[src/rtl/rss_pkg.sv]
// Contract
// - writing one to a low-six status bit clears it; writing zero leaves it.
// - either edge of edge_pin_a sets status bit 0, edge_pin_b sets bit 1.
// - either edge of edge_pin_c sets status bit 2, edge_pin_d sets bit 3.
// - either edge of edge_pin_e sets status bit 4, edge_pin_f sets bit 5.
// - status bits 7:6 are reserved and always read zero.
// - second uart fifo shadow: enable, rx clear, tx clear, dma, threshold 7:6.
// - force-change 1 clears on head_step_strobe_n AND drive_select_one_n.
// - force-change 0 clears on head_step_strobe_n AND drive_select_zero_n.
// - disk_changed_bit = (ds0 and fc0) or (ds1 and fc1) or disk_changed_in_n.
// - a set force-change flag shows disk change active when drive selected.
// - force register bit 0 drive 0, bit 1 drive 1, bits 7:2 read zero.
// - software writes of one set force flags; software never clears them.
// - rate shadow: rate 1:0, write_select_a 4:2, power down 6, reset 7.
package rss_pkg;
  // register indices; byte address is four times the index
  localparam logic [5:0] IDX_MISC_STATUS = 6'h1c;
  localparam logic [5:0] IDX_UART_B_SHADOW = 6'h1d;
  localparam logic [5:0] IDX_FORCE_CHANGE = 6'h1e;
  localparam logic [5:0] IDX_RATE_SHADOW = 6'h1f;
  localparam logic [5:0] IDX_UART_A_SHADOW = 6'h20;
  localparam logic [5:0] IDX_IRQ_STATUS = 6'h21;
  localparam logic [5:0] IDX_IRQ_ENABLE = 6'h22;
  localparam logic [5:0] IDX_IRQ_CLEAR = 6'h23;
  localparam int ADDR_W = 8;
  localparam int DATA_W = 32;
  localparam int REG_W = 8;
  // reset values
  localparam logic [7:0] RST_MISC_STATUS = 8'h00;
  localparam logic [7:0] RST_UART_SHADOW = 8'h00;
  localparam logic [7:0] RST_FORCE_CHANGE = 8'h03;
  localparam logic [7:0] RST_RATE_SHADOW = 8'h02;
  localparam logic [7:0] RST_IRQ = 8'h00;
  // field layout
  localparam int NUM_EDGE_PINS = 6;
  localparam logic [7:0] MISC_LIVE_MASK = 8'h3f;
  localparam logic [7:0] FORCE_LIVE_MASK = 8'h03;
  localparam logic [7:0] UART_SHADOW_MASK = 8'hcf;
  localparam logic [7:0] RATE_SHADOW_MASK = 8'hdf;
  localparam int FC_DRIVE0_BIT = 0;
  localparam int FC_DRIVE1_BIT = 1;
  localparam int IRQ_FC0_DONE_BIT = 6;
  localparam int IRQ_FC1_DONE_BIT = 7;
  // bus handshake states
  typedef enum logic [1:0] {
    RSS_BUS_WAIT = 2'b01,
    RSS_BUS_ACK = 2'b10
  } rss_bus_state_e;
endpackage

[src/rtl/rss_avmm_slave.sv]
`timescale 1ns/1ps
`default_nettype none
module rss_avmm_slave
  import rss_pkg::*;
(
  // clock and reset
  input wire logic i_sys_clk,
  input wire logic i_rst_n,
  // bus request
  input wire logic i_read,
  input wire logic i_write,
  // handshake
  output logic o_waitrequest,
  output logic o_capture,
  output logic o_commit
);
  rss_bus_state_e state_q;

  // one wait cycle: data is captured on entry to ack, taken on leaving it
  always_ff @(posedge i_sys_clk)
  begin
    if (!i_rst_n)
    begin
      state_q <= RSS_BUS_WAIT;
    end
    else
    begin
      case (state_q)
        RSS_BUS_WAIT:
        begin
          if (i_read || i_write)
          begin
            state_q <= RSS_BUS_ACK;
          end
        end
        RSS_BUS_ACK:
        begin
          state_q <= RSS_BUS_WAIT;
        end
        default:
        begin
          state_q <= RSS_BUS_WAIT;
        end
      endcase
    end
  end

  // registered so the top output is a flop
  always_ff @(posedge i_sys_clk)
  begin
    if (!i_rst_n)
    begin
      o_waitrequest <= 1'b1;
    end
    else
    begin
      o_waitrequest <= !((state_q == RSS_BUS_WAIT) && (i_read || i_write));
    end
  end

  assign o_capture = (state_q == RSS_BUS_WAIT) && (i_read || i_write);
  assign o_commit = (state_q == RSS_BUS_ACK) && i_write;
endmodule // rss_avmm_slave
`default_nettype wire

[src/rtl/rss_edge_det.sv]
`timescale 1ns/1ps
`default_nettype none
module rss_edge_det #(
  parameter int WIDTH = 6
) (
  // clock and reset
  input wire logic i_sys_clk,
  input wire logic i_rst_n,
  // pins and edge pulses
  input wire logic [WIDTH-1:0] i_pins,
  output logic [WIDTH-1:0] o_edge
);
  logic [WIDTH-1:0] prev_q;
  logic primed_q;

  generate
    if (WIDTH < 1)
    begin : g_bad_width
      $error("rss_edge_det needs at least one pin");
    end
  endgenerate

  // first cycle after reset only samples, so a pin held high is no edge
  always_ff @(posedge i_sys_clk)
  begin
    if (!i_rst_n)
    begin
      primed_q <= 1'b0;
    end
    else
    begin
      primed_q <= 1'b1;
    end
  end

  always_ff @(posedge i_sys_clk)
  begin
    if (!i_rst_n)
    begin
      prev_q <= '0;
    end
    else
    begin
      prev_q <= i_pins;
    end
  end

  genvar gi;
  generate
    for (gi = 0; gi < WIDTH; gi++)
    begin : g_edge
      // rising or falling alike
      assign o_edge[gi] = primed_q & (prev_q[gi] ^ i_pins[gi]);
    end
  endgenerate
endmodule // rss_edge_det
`default_nettype wire

[src/rtl/rss_regs.sv]
// Added by the designer: the Avalon-MM slave port.
`timescale 1ns/1ps
`default_nettype none
module rss_regs
  import rss_pkg::*;
#(
  parameter int EDGE_PINS = NUM_EDGE_PINS
) (
  // clock and reset
  input wire logic i_sys_clk,
  input wire logic i_rst_n,
  // avalon-mm slave
  input wire logic [ADDR_W-1:0] i_address,
  input wire logic i_read,
  input wire logic i_write,
  input wire logic [DATA_W-1:0] i_writedata,
  input wire logic [3:0] i_byteenable,
  output logic [DATA_W-1:0] o_readdata,
  output logic o_waitrequest,
  // edge inputs
  input wire logic i_edge_pin_a,
  input wire logic i_edge_pin_b,
  input wire logic i_edge_pin_c,
  input wire logic i_edge_pin_d,
  input wire logic i_edge_pin_e,
  input wire logic i_edge_pin_f,
  // control register writes seen by the uarts and floppy core
  input wire logic i_uart_a_fcr_wr,
  input wire logic [REG_W-1:0] i_uart_a_fcr_data,
  input wire logic i_uart_b_fcr_wr,
  input wire logic [REG_W-1:0] i_uart_b_fcr_data,
  input wire logic i_rate_sel_wr,
  input wire logic [REG_W-1:0] i_rate_sel_data,
  // floppy drive terms
  input wire logic i_head_step_strobe_n,
  input wire logic i_drive_select_zero_n,
  input wire logic i_drive_select_one_n,
  input wire logic i_disk_changed_in_n,
  // results
  output logic o_disk_changed_bit,
  output logic [1:0] o_force_change,
  output logic o_irq
);
  localparam int NB = NUM_EDGE_PINS;

  generate
    if (EDGE_PINS != NB)
    begin : g_bad_pins
      $error("rss_regs serves exactly six edge pins");
    end
  endgenerate

  // bus handshake
  logic bus_capture;
  logic bus_commit;

  rss_avmm_slave u_bus (
    .i_sys_clk(i_sys_clk),
    .i_rst_n(i_rst_n),
    .i_read(i_read),
    .i_write(i_write),
    .o_waitrequest(o_waitrequest),
    .o_capture(bus_capture),
    .o_commit(bus_commit)
  );

  // address decode; misaligned byte addresses map nowhere
  function automatic logic hit(input logic [ADDR_W-1:0] addr,
                               input logic [5:0] idx);
    hit = (addr[1:0] == 2'b00) && (addr[ADDR_W-1:2] == idx);
  endfunction

  logic lane0_wr;
  logic [REG_W-1:0] wr_byte;

  // only byte lane 0 carries register bits
  assign lane0_wr = bus_commit && i_byteenable[0];
  assign wr_byte = i_writedata[REG_W-1:0];

  logic wr_misc;
  logic wr_force;
  logic wr_irq_en;
  logic wr_irq_clr;

  assign wr_misc = lane0_wr && hit(i_address, IDX_MISC_STATUS);
  assign wr_force = lane0_wr && hit(i_address, IDX_FORCE_CHANGE);
  assign wr_irq_en = lane0_wr && hit(i_address, IDX_IRQ_ENABLE);
  assign wr_irq_clr = lane0_wr && hit(i_address, IDX_IRQ_CLEAR);

  // edge detection
  logic [NB-1:0] pins;
  logic [NB-1:0] edges;

  assign pins = {i_edge_pin_f, i_edge_pin_e, i_edge_pin_d,
                 i_edge_pin_c, i_edge_pin_b, i_edge_pin_a};

  rss_edge_det #(
    .WIDTH(NB)
  ) u_edge (
    .i_sys_clk(i_sys_clk),
    .i_rst_n(i_rst_n),
    .i_pins(pins),
    .o_edge(edges)
  );

  // misc edge status
  logic [REG_W-1:0] misc_q;
  logic [REG_W-1:0] misc_d;
  logic [REG_W-1:0] edge_set;
  logic [REG_W-1:0] w1c_mask;

  // pin order places a..f on bits 0..5
  assign edge_set = {{(REG_W-NB){1'b0}}, edges};
  assign w1c_mask = wr_misc ? (wr_byte & MISC_LIVE_MASK) : '0;

  always_comb
  begin
    // clear first, then set, so a same-cycle edge survives
    misc_d = misc_q & ~w1c_mask;
    misc_d = misc_d | edge_set;
    misc_d = misc_d & MISC_LIVE_MASK;
  end

  always_ff @(posedge i_sys_clk)
  begin
    if (!i_rst_n)
    begin
      misc_q <= RST_MISC_STATUS;
    end
    else
    begin
      misc_q <= misc_d;
    end
  end

  // shadows of write-only control registers
  logic [REG_W-1:0] uart_a_shadow_q;
  logic [REG_W-1:0] uart_b_shadow_q;
  logic [REG_W-1:0] rate_shadow_q;

  // reserved bits 5:4 are dropped, layout as the control register
  always_ff @(posedge i_sys_clk)
  begin
    if (!i_rst_n)
    begin
      uart_a_shadow_q <= RST_UART_SHADOW;
    end
    else if (i_uart_a_fcr_wr)
    begin
      uart_a_shadow_q <= i_uart_a_fcr_data & UART_SHADOW_MASK;
    end
  end

  always_ff @(posedge i_sys_clk)
  begin
    if (!i_rst_n)
    begin
      uart_b_shadow_q <= RST_UART_SHADOW;
    end
    else if (i_uart_b_fcr_wr)
    begin
      uart_b_shadow_q <= i_uart_b_fcr_data & UART_SHADOW_MASK;
    end
  end

  // bit 5 reserved, rest kept in place
  always_ff @(posedge i_sys_clk)
  begin
    if (!i_rst_n)
    begin
      rate_shadow_q <= RST_RATE_SHADOW;
    end
    else if (i_rate_sel_wr)
    begin
      rate_shadow_q <= i_rate_sel_data & RATE_SHADOW_MASK;
    end
  end

  // force disk change
  logic [1:0] force_q;
  logic [1:0] force_d;
  logic [1:0] step_clear;
  logic [1:0] sw_set;

  // literal and of the two strobe levels
  assign step_clear[FC_DRIVE0_BIT] = i_head_step_strobe_n &
                                     i_drive_select_zero_n;
  assign step_clear[FC_DRIVE1_BIT] = i_head_step_strobe_n &
                                     i_drive_select_one_n;
  assign sw_set = wr_force ? wr_byte[1:0] : 2'b00;

  always_comb
  begin
    // software only sets, and a set write beats a same-cycle step clear
    force_d = force_q & ~step_clear;
    force_d = force_d | sw_set;
  end

  always_ff @(posedge i_sys_clk)
  begin
    if (!i_rst_n)
    begin
      force_q <= RST_FORCE_CHANGE[1:0];
    end
    else
    begin
      force_q <= force_d;
    end
  end

  assign o_force_change = force_q;

  // disk change indication, one cycle behind the drive terms
  logic dskchg_d;

  assign dskchg_d = (i_drive_select_zero_n & force_q[FC_DRIVE0_BIT]) |
                    (i_drive_select_one_n & force_q[FC_DRIVE1_BIT]) |
                    i_disk_changed_in_n;

  always_ff @(posedge i_sys_clk)
  begin
    if (!i_rst_n)
    begin
      o_disk_changed_bit <= 1'b0;
    end
    else
    begin
      o_disk_changed_bit <= dskchg_d;
    end
  end

  // interrupt status: edges plus force flags dropped by a step
  logic [REG_W-1:0] irq_sts_q;
  logic [REG_W-1:0] irq_sts_d;
  logic [REG_W-1:0] irq_en_q;
  logic [REG_W-1:0] irq_event;
  logic [1:0] fc_dropped;

  assign fc_dropped = force_q & ~force_d;

  always_comb
  begin
    irq_event = edge_set;
    irq_event[IRQ_FC0_DONE_BIT] = fc_dropped[FC_DRIVE0_BIT];
    irq_event[IRQ_FC1_DONE_BIT] = fc_dropped[FC_DRIVE1_BIT];
  end

  always_comb
  begin
    // set beats clear
    irq_sts_d = irq_sts_q;
    if (wr_irq_clr)
    begin
      irq_sts_d = irq_sts_d & ~wr_byte;
    end
    irq_sts_d = irq_sts_d | irq_event;
  end

  always_ff @(posedge i_sys_clk)
  begin
    if (!i_rst_n)
    begin
      irq_sts_q <= RST_IRQ;
    end
    else
    begin
      irq_sts_q <= irq_sts_d;
    end
  end

  always_ff @(posedge i_sys_clk)
  begin
    if (!i_rst_n)
    begin
      irq_en_q <= RST_IRQ;
    end
    else if (wr_irq_en)
    begin
      irq_en_q <= wr_byte;
    end
  end

  // registered level; follows status with one cycle lag
  always_ff @(posedge i_sys_clk)
  begin
    if (!i_rst_n)
    begin
      o_irq <= 1'b0;
    end
    else
    begin
      o_irq <= |(irq_sts_q & irq_en_q);
    end
  end

  // read mux; unmapped and write-only locations read zero
  logic [REG_W-1:0] rd_byte;

  always_comb
  begin
    rd_byte = '0;
    if (hit(i_address, IDX_MISC_STATUS))
    begin
      rd_byte = misc_q & MISC_LIVE_MASK;
    end
    else if (hit(i_address, IDX_UART_B_SHADOW))
    begin
      rd_byte = uart_b_shadow_q;
    end
    else if (hit(i_address, IDX_FORCE_CHANGE))
    begin
      rd_byte = {6'h00, force_q} & FORCE_LIVE_MASK;
    end
    else if (hit(i_address, IDX_RATE_SHADOW))
    begin
      rd_byte = rate_shadow_q;
    end
    else if (hit(i_address, IDX_UART_A_SHADOW))
    begin
      rd_byte = uart_a_shadow_q;
    end
    else if (hit(i_address, IDX_IRQ_STATUS))
    begin
      rd_byte = irq_sts_q;
    end
    else if (hit(i_address, IDX_IRQ_ENABLE))
    begin
      rd_byte = irq_en_q;
    end
  end

  // captured when the wait cycle ends, held until the next read
  always_ff @(posedge i_sys_clk)
  begin
    if (!i_rst_n)
    begin
      o_readdata <= '0;
    end
    else if (bus_capture && i_read)
    begin
      o_readdata <= {{(DATA_W-REG_W){1'b0}}, rd_byte};
    end
  end
endmodule // rss_regs
`default_nettype wire

[config.mk]
export PLATFORM = sky130hd
export DESIGN_NAME = rss_regs
export DESIGN_NICKNAME = d
export VERILOG_FILES = /design/src/rtl/rss_pkg.sv /design/src/rtl/rss_avmm_slave.sv /design/src/rtl/rss_edge_det.sv /design/src/rtl/rss_regs.sv
export SDC_FILE = /design/constraint.sdc
export NUM_CORES = 1
export LEC_CHECK = 0
export BUFFER_PORTS_ARGS = -buffer_cell sky130_fd_sc_hd__buf_2
export CORE_UTILIZATION = 35
export CTS_CLUSTER_DIAMETER = 40
export DETAILED_ROUTE_END_ITERATION = 6
export GPL_TIMING_DRIVEN = 0
export PLACE_DENSITY = 0.57
export RECOVER_POWER = 50
export SLEW_MARGIN = 5
export SYNTH_ARGS = -nofsm -noshare
export SYNTH_HDL_FRONTEND = slang
export SYNTH_SLANG_ARGS = --single-unit
[constraint.sdc]
create_clock -name i_sys_clk -period 3.25 [get_ports i_sys_clk]
set_input_delay 0.325 -clock i_sys_clk [delete_from_list [all_inputs] [get_ports i_sys_clk]]
set_output_delay 0.325 -clock i_sys_clk [all_outputs]
set_load 0.01 [all_outputs]
==> flow_summary_export.csv <==
group,metric,value,unit
setup_path,crit_path_end_kind,"register",
placed_design,place_congestion,0.8882,
cts,cts_buffer_depth,2,
cts,cts_setup_buffers,0,
final_layout,drive_above_1_share,0.2324,
synth,ys_top_cells_by_area,"dfxtp_1, mux2i_1, buf_4, nor2_1, a21oi_1",
power,p_int,1266,uW
timing,fin_worst_skew,0.008831,ns
timing,slew_viol_final,0,
power,power_frac_seq,0.492,
timing,slew_headroom,0.4767,
floorplan,io_pins,122,
placed_design,hpwl,5.908,mm
power,p_switching,466.8,uW
cts,clkLatencyLatePin,0.35,ns
setup_path,crit_type,"in2reg",
timing,period_needed,1.896,ns
floorplan,row_count,33,
synth,yosys_warnings,0,
setup_path,cp_cell_sequence,"buf_2 -> or4b_4 -> buf_6 -> nor4_4 -> mux2i_1 -> nor2_1",
floorplan,die_x,93.93,um
routing,vias,2580,
routing,vias_per_cell,4.859,
floorplan,initial_utilization,0.3600,
timing,worstMarginPinSlew,0.7791,ns
setup_path,slowest_stage,"nor4_4",
routing,drt_iter0_markers,130,
setup_path,cp_top_family,"simple AND/OR/NAND/NOR gates",
global_routing,grt_pass1_wl,12.08,mm
final_layout,area_growth_syn_to_layout,23.48,%
timing,finalWorstSetupSlack,1.354,ns
cts,clock_sinks,63,
synth,yosysSeqAreaShare,0.4264,
final_layout,final_common_cell,"dfxtp_1",
setup_path,max_stage_delay,0.66,ns
cts,cts_resized,0,
floorplan,die_area,0.008823,mm2
routing,drc_errors,0,
placed_design,pre_cts_slack,1.003,ns
synth,synthCells,326,
synth,synth_area,0.002958,mm2
final_layout,fillers,867,
routing,routedWlPerCell,14.23,um
cts,numCtsBuffers,9,
setup_path,path_buf_inv,2,
setup_path,arrival,2.12,ns
cts,clkTransAtPathRegs,0.07,ns
final_layout,mostFrequentLayoutCells,"dfxtp_1, buf_2, nor2_1",
timing,hold_viol,0,
cts,cts_tree,"built",
synth,synth_edf_count,0,
routing,drt-total-wl,7.557,mm
setup_path,worst_setup_path_start_kind,"input port",
synth,yosysTopAreaCell,"dfxtp_1",
power,p_per_area,474.4,mW/mm2
synth,ys_types,51,
routing,ant_nets,0,
power,p_leak,0.001628,uW
setup_path,cp_data_required_time,3.47,ns
synth,synth_top_area_frac,0.4264,
timing,setup_viol,0,
power,pwr-share-clk,0.372,
synth,yosys_register_bits,63,
hold_path,min_path_type,"in2reg",
cts,cts-root-buf,"clkbuf_8",
global_routing,grt.total_usage,0.1838,
placed_design,io_buffers,61,
final_layout,antennaDiodeCount,0,
cts,postCtsHoldBufs,0,
cts,htreeDepth,3,
timing,rsz0062_at_grt,"no",
routing,dr.pass1.iters,4,
setup_path,cp_max_fo,10,
power,max-vdd-ir-drop,0.2588,mV
global_routing,grt_pass1_vias,2480,
power,comb_power_share,0.136,
synth,synthFlopType,"dfxtp_1",
global_routing,antenna_found_initial,0,
global_routing,grt_max_degree,12,
synth,synth_async_sr_flop_share,0,
final_layout,fin_nets,506,
floorplan,die_h,93.93,um
synth,syn_area_per_cell,9.073,um2
timing,max_freq,527.3,MHz
floorplan,coreArea,0.008217,mm2
timing,tns,0,ns
global_routing,overflow,0,
timing,min_period_over_period,0.5835,
run,drv_cap,0,
power,p_sw_frac,0.2694,
run_status,run_status,"complete, no violations",
## cells in the mapped netlist, types with 4 or more instances
library cell  number
inv_1             14
o221ai_1           4
buf_4             27
a21oi_1           17
a211oi_1           4
o21ai_0           16
and2_1             7
a22oi_1            6
clkbuf_1          12
nor2_1            37
dfxtp_1           63
mux2i_1           32
xor2_1             6
nand2_1           18
o21ai_1            4
a221oi_1           4
## flip-flops by register name (all words and copies together), names as in the netlist, 2 cells and up
register / cells
o_readdata: 8
misc_q: 6
u_edge.prev_q: 6
irq_en_q: 8
o_force_change: 2
rate_shadow_q: 7
uart_a_shadow_q: 6
irq_sts_q: 8
u_bus.state_q: 2
uart_b_shadow_q: 6
## worst min-delay path, delay by kind of cell
| kind | cells | cell delay, ns |
|---|---|---|
| buf+inv | 1 | 0.07 |
| simple gates | 1 | 0.07 |
| compound gates | 1 | 0.03 |
## per-layer routing
layer	up-vias	wire, um	GRT usage
li1	1304	-	-
met1	1186	3477	0.2234
met2	83	3536	0.3114
met4	0	81	0.05128
met3	7	462	0.05663
met5	-	0	0
## kinds of logic after synthesis
group / share of synthesized area
AO/OA/AOI/OAI: 0.1756
XOR/XNOR: 0.01777
buffers and inverters: 0.1104
flip-flops: 0.4264
multiplexers: 0.1121
other: 0.001268
AND/OR/NAND/NOR: 0.1565
## path summary, 6_finish.rpt
| check | startpoint | to | slack (ns) | depth (start not counted) |
|---|---|---|---|---|
| setup reg to reg | u_bus.state_q[0] | misc_q[0] | 1.36 | 4 |
| setup / recovery | i_address[6] | irq_en_q[1] | 1.35 | 6 |
| hold / removal | i_disk_changed_in_n | o_disk_changed_bit | 0.19 | 3 |
| hold reg to reg | rate_shadow_q[1] | rate_shadow_q[1] | 0.49 | 2 |
## layout make-up
cell class	count	area, um2	share of cell area
Multi-Input combinational cell	230	1456	0.3988
Tap cell	105	131.4	0.03597
Clock inverter	4	28.78	0.007879
Timing Repair Buffer	61	294.0	0.08051
Sequential cell	63	1261	0.3453
Clock buffer	12	165.2	0.04522
Buffer	41	259.0	0.07091
Inverter	15	56.30	0.01542
## power by group through the flow
stage / registers, uW / logic (uW) / clock network (uW)
2_1_floorplan: 862 / 156 / 0
3_3_place_gp: 868 / 237 / 0
3_5_place_dp: 869 / 239 / 0
4_1_cts: 852 / 240 / 660
5_1_grt: 857 / 266 / 694
6_report: 853 / 235 / 645
## metrics by stage
step	cells	hold WS [ns]	total power (uW)	util	area (um2)
after floorplan	349	0.3527	1018	-	3044
after global placement	515	0.4589	1104	0.4236	3481
after detailed placement	515	0.4688	1108	0.4236	3481
after CTS	531	0.1881	1751	0.4472	3675
after global routing	531	0.1948	1816	0.4445	3652
final	531	0.1943	1733	0.4445	3652
Note: power is estimated with default switching activity, not from simulation.
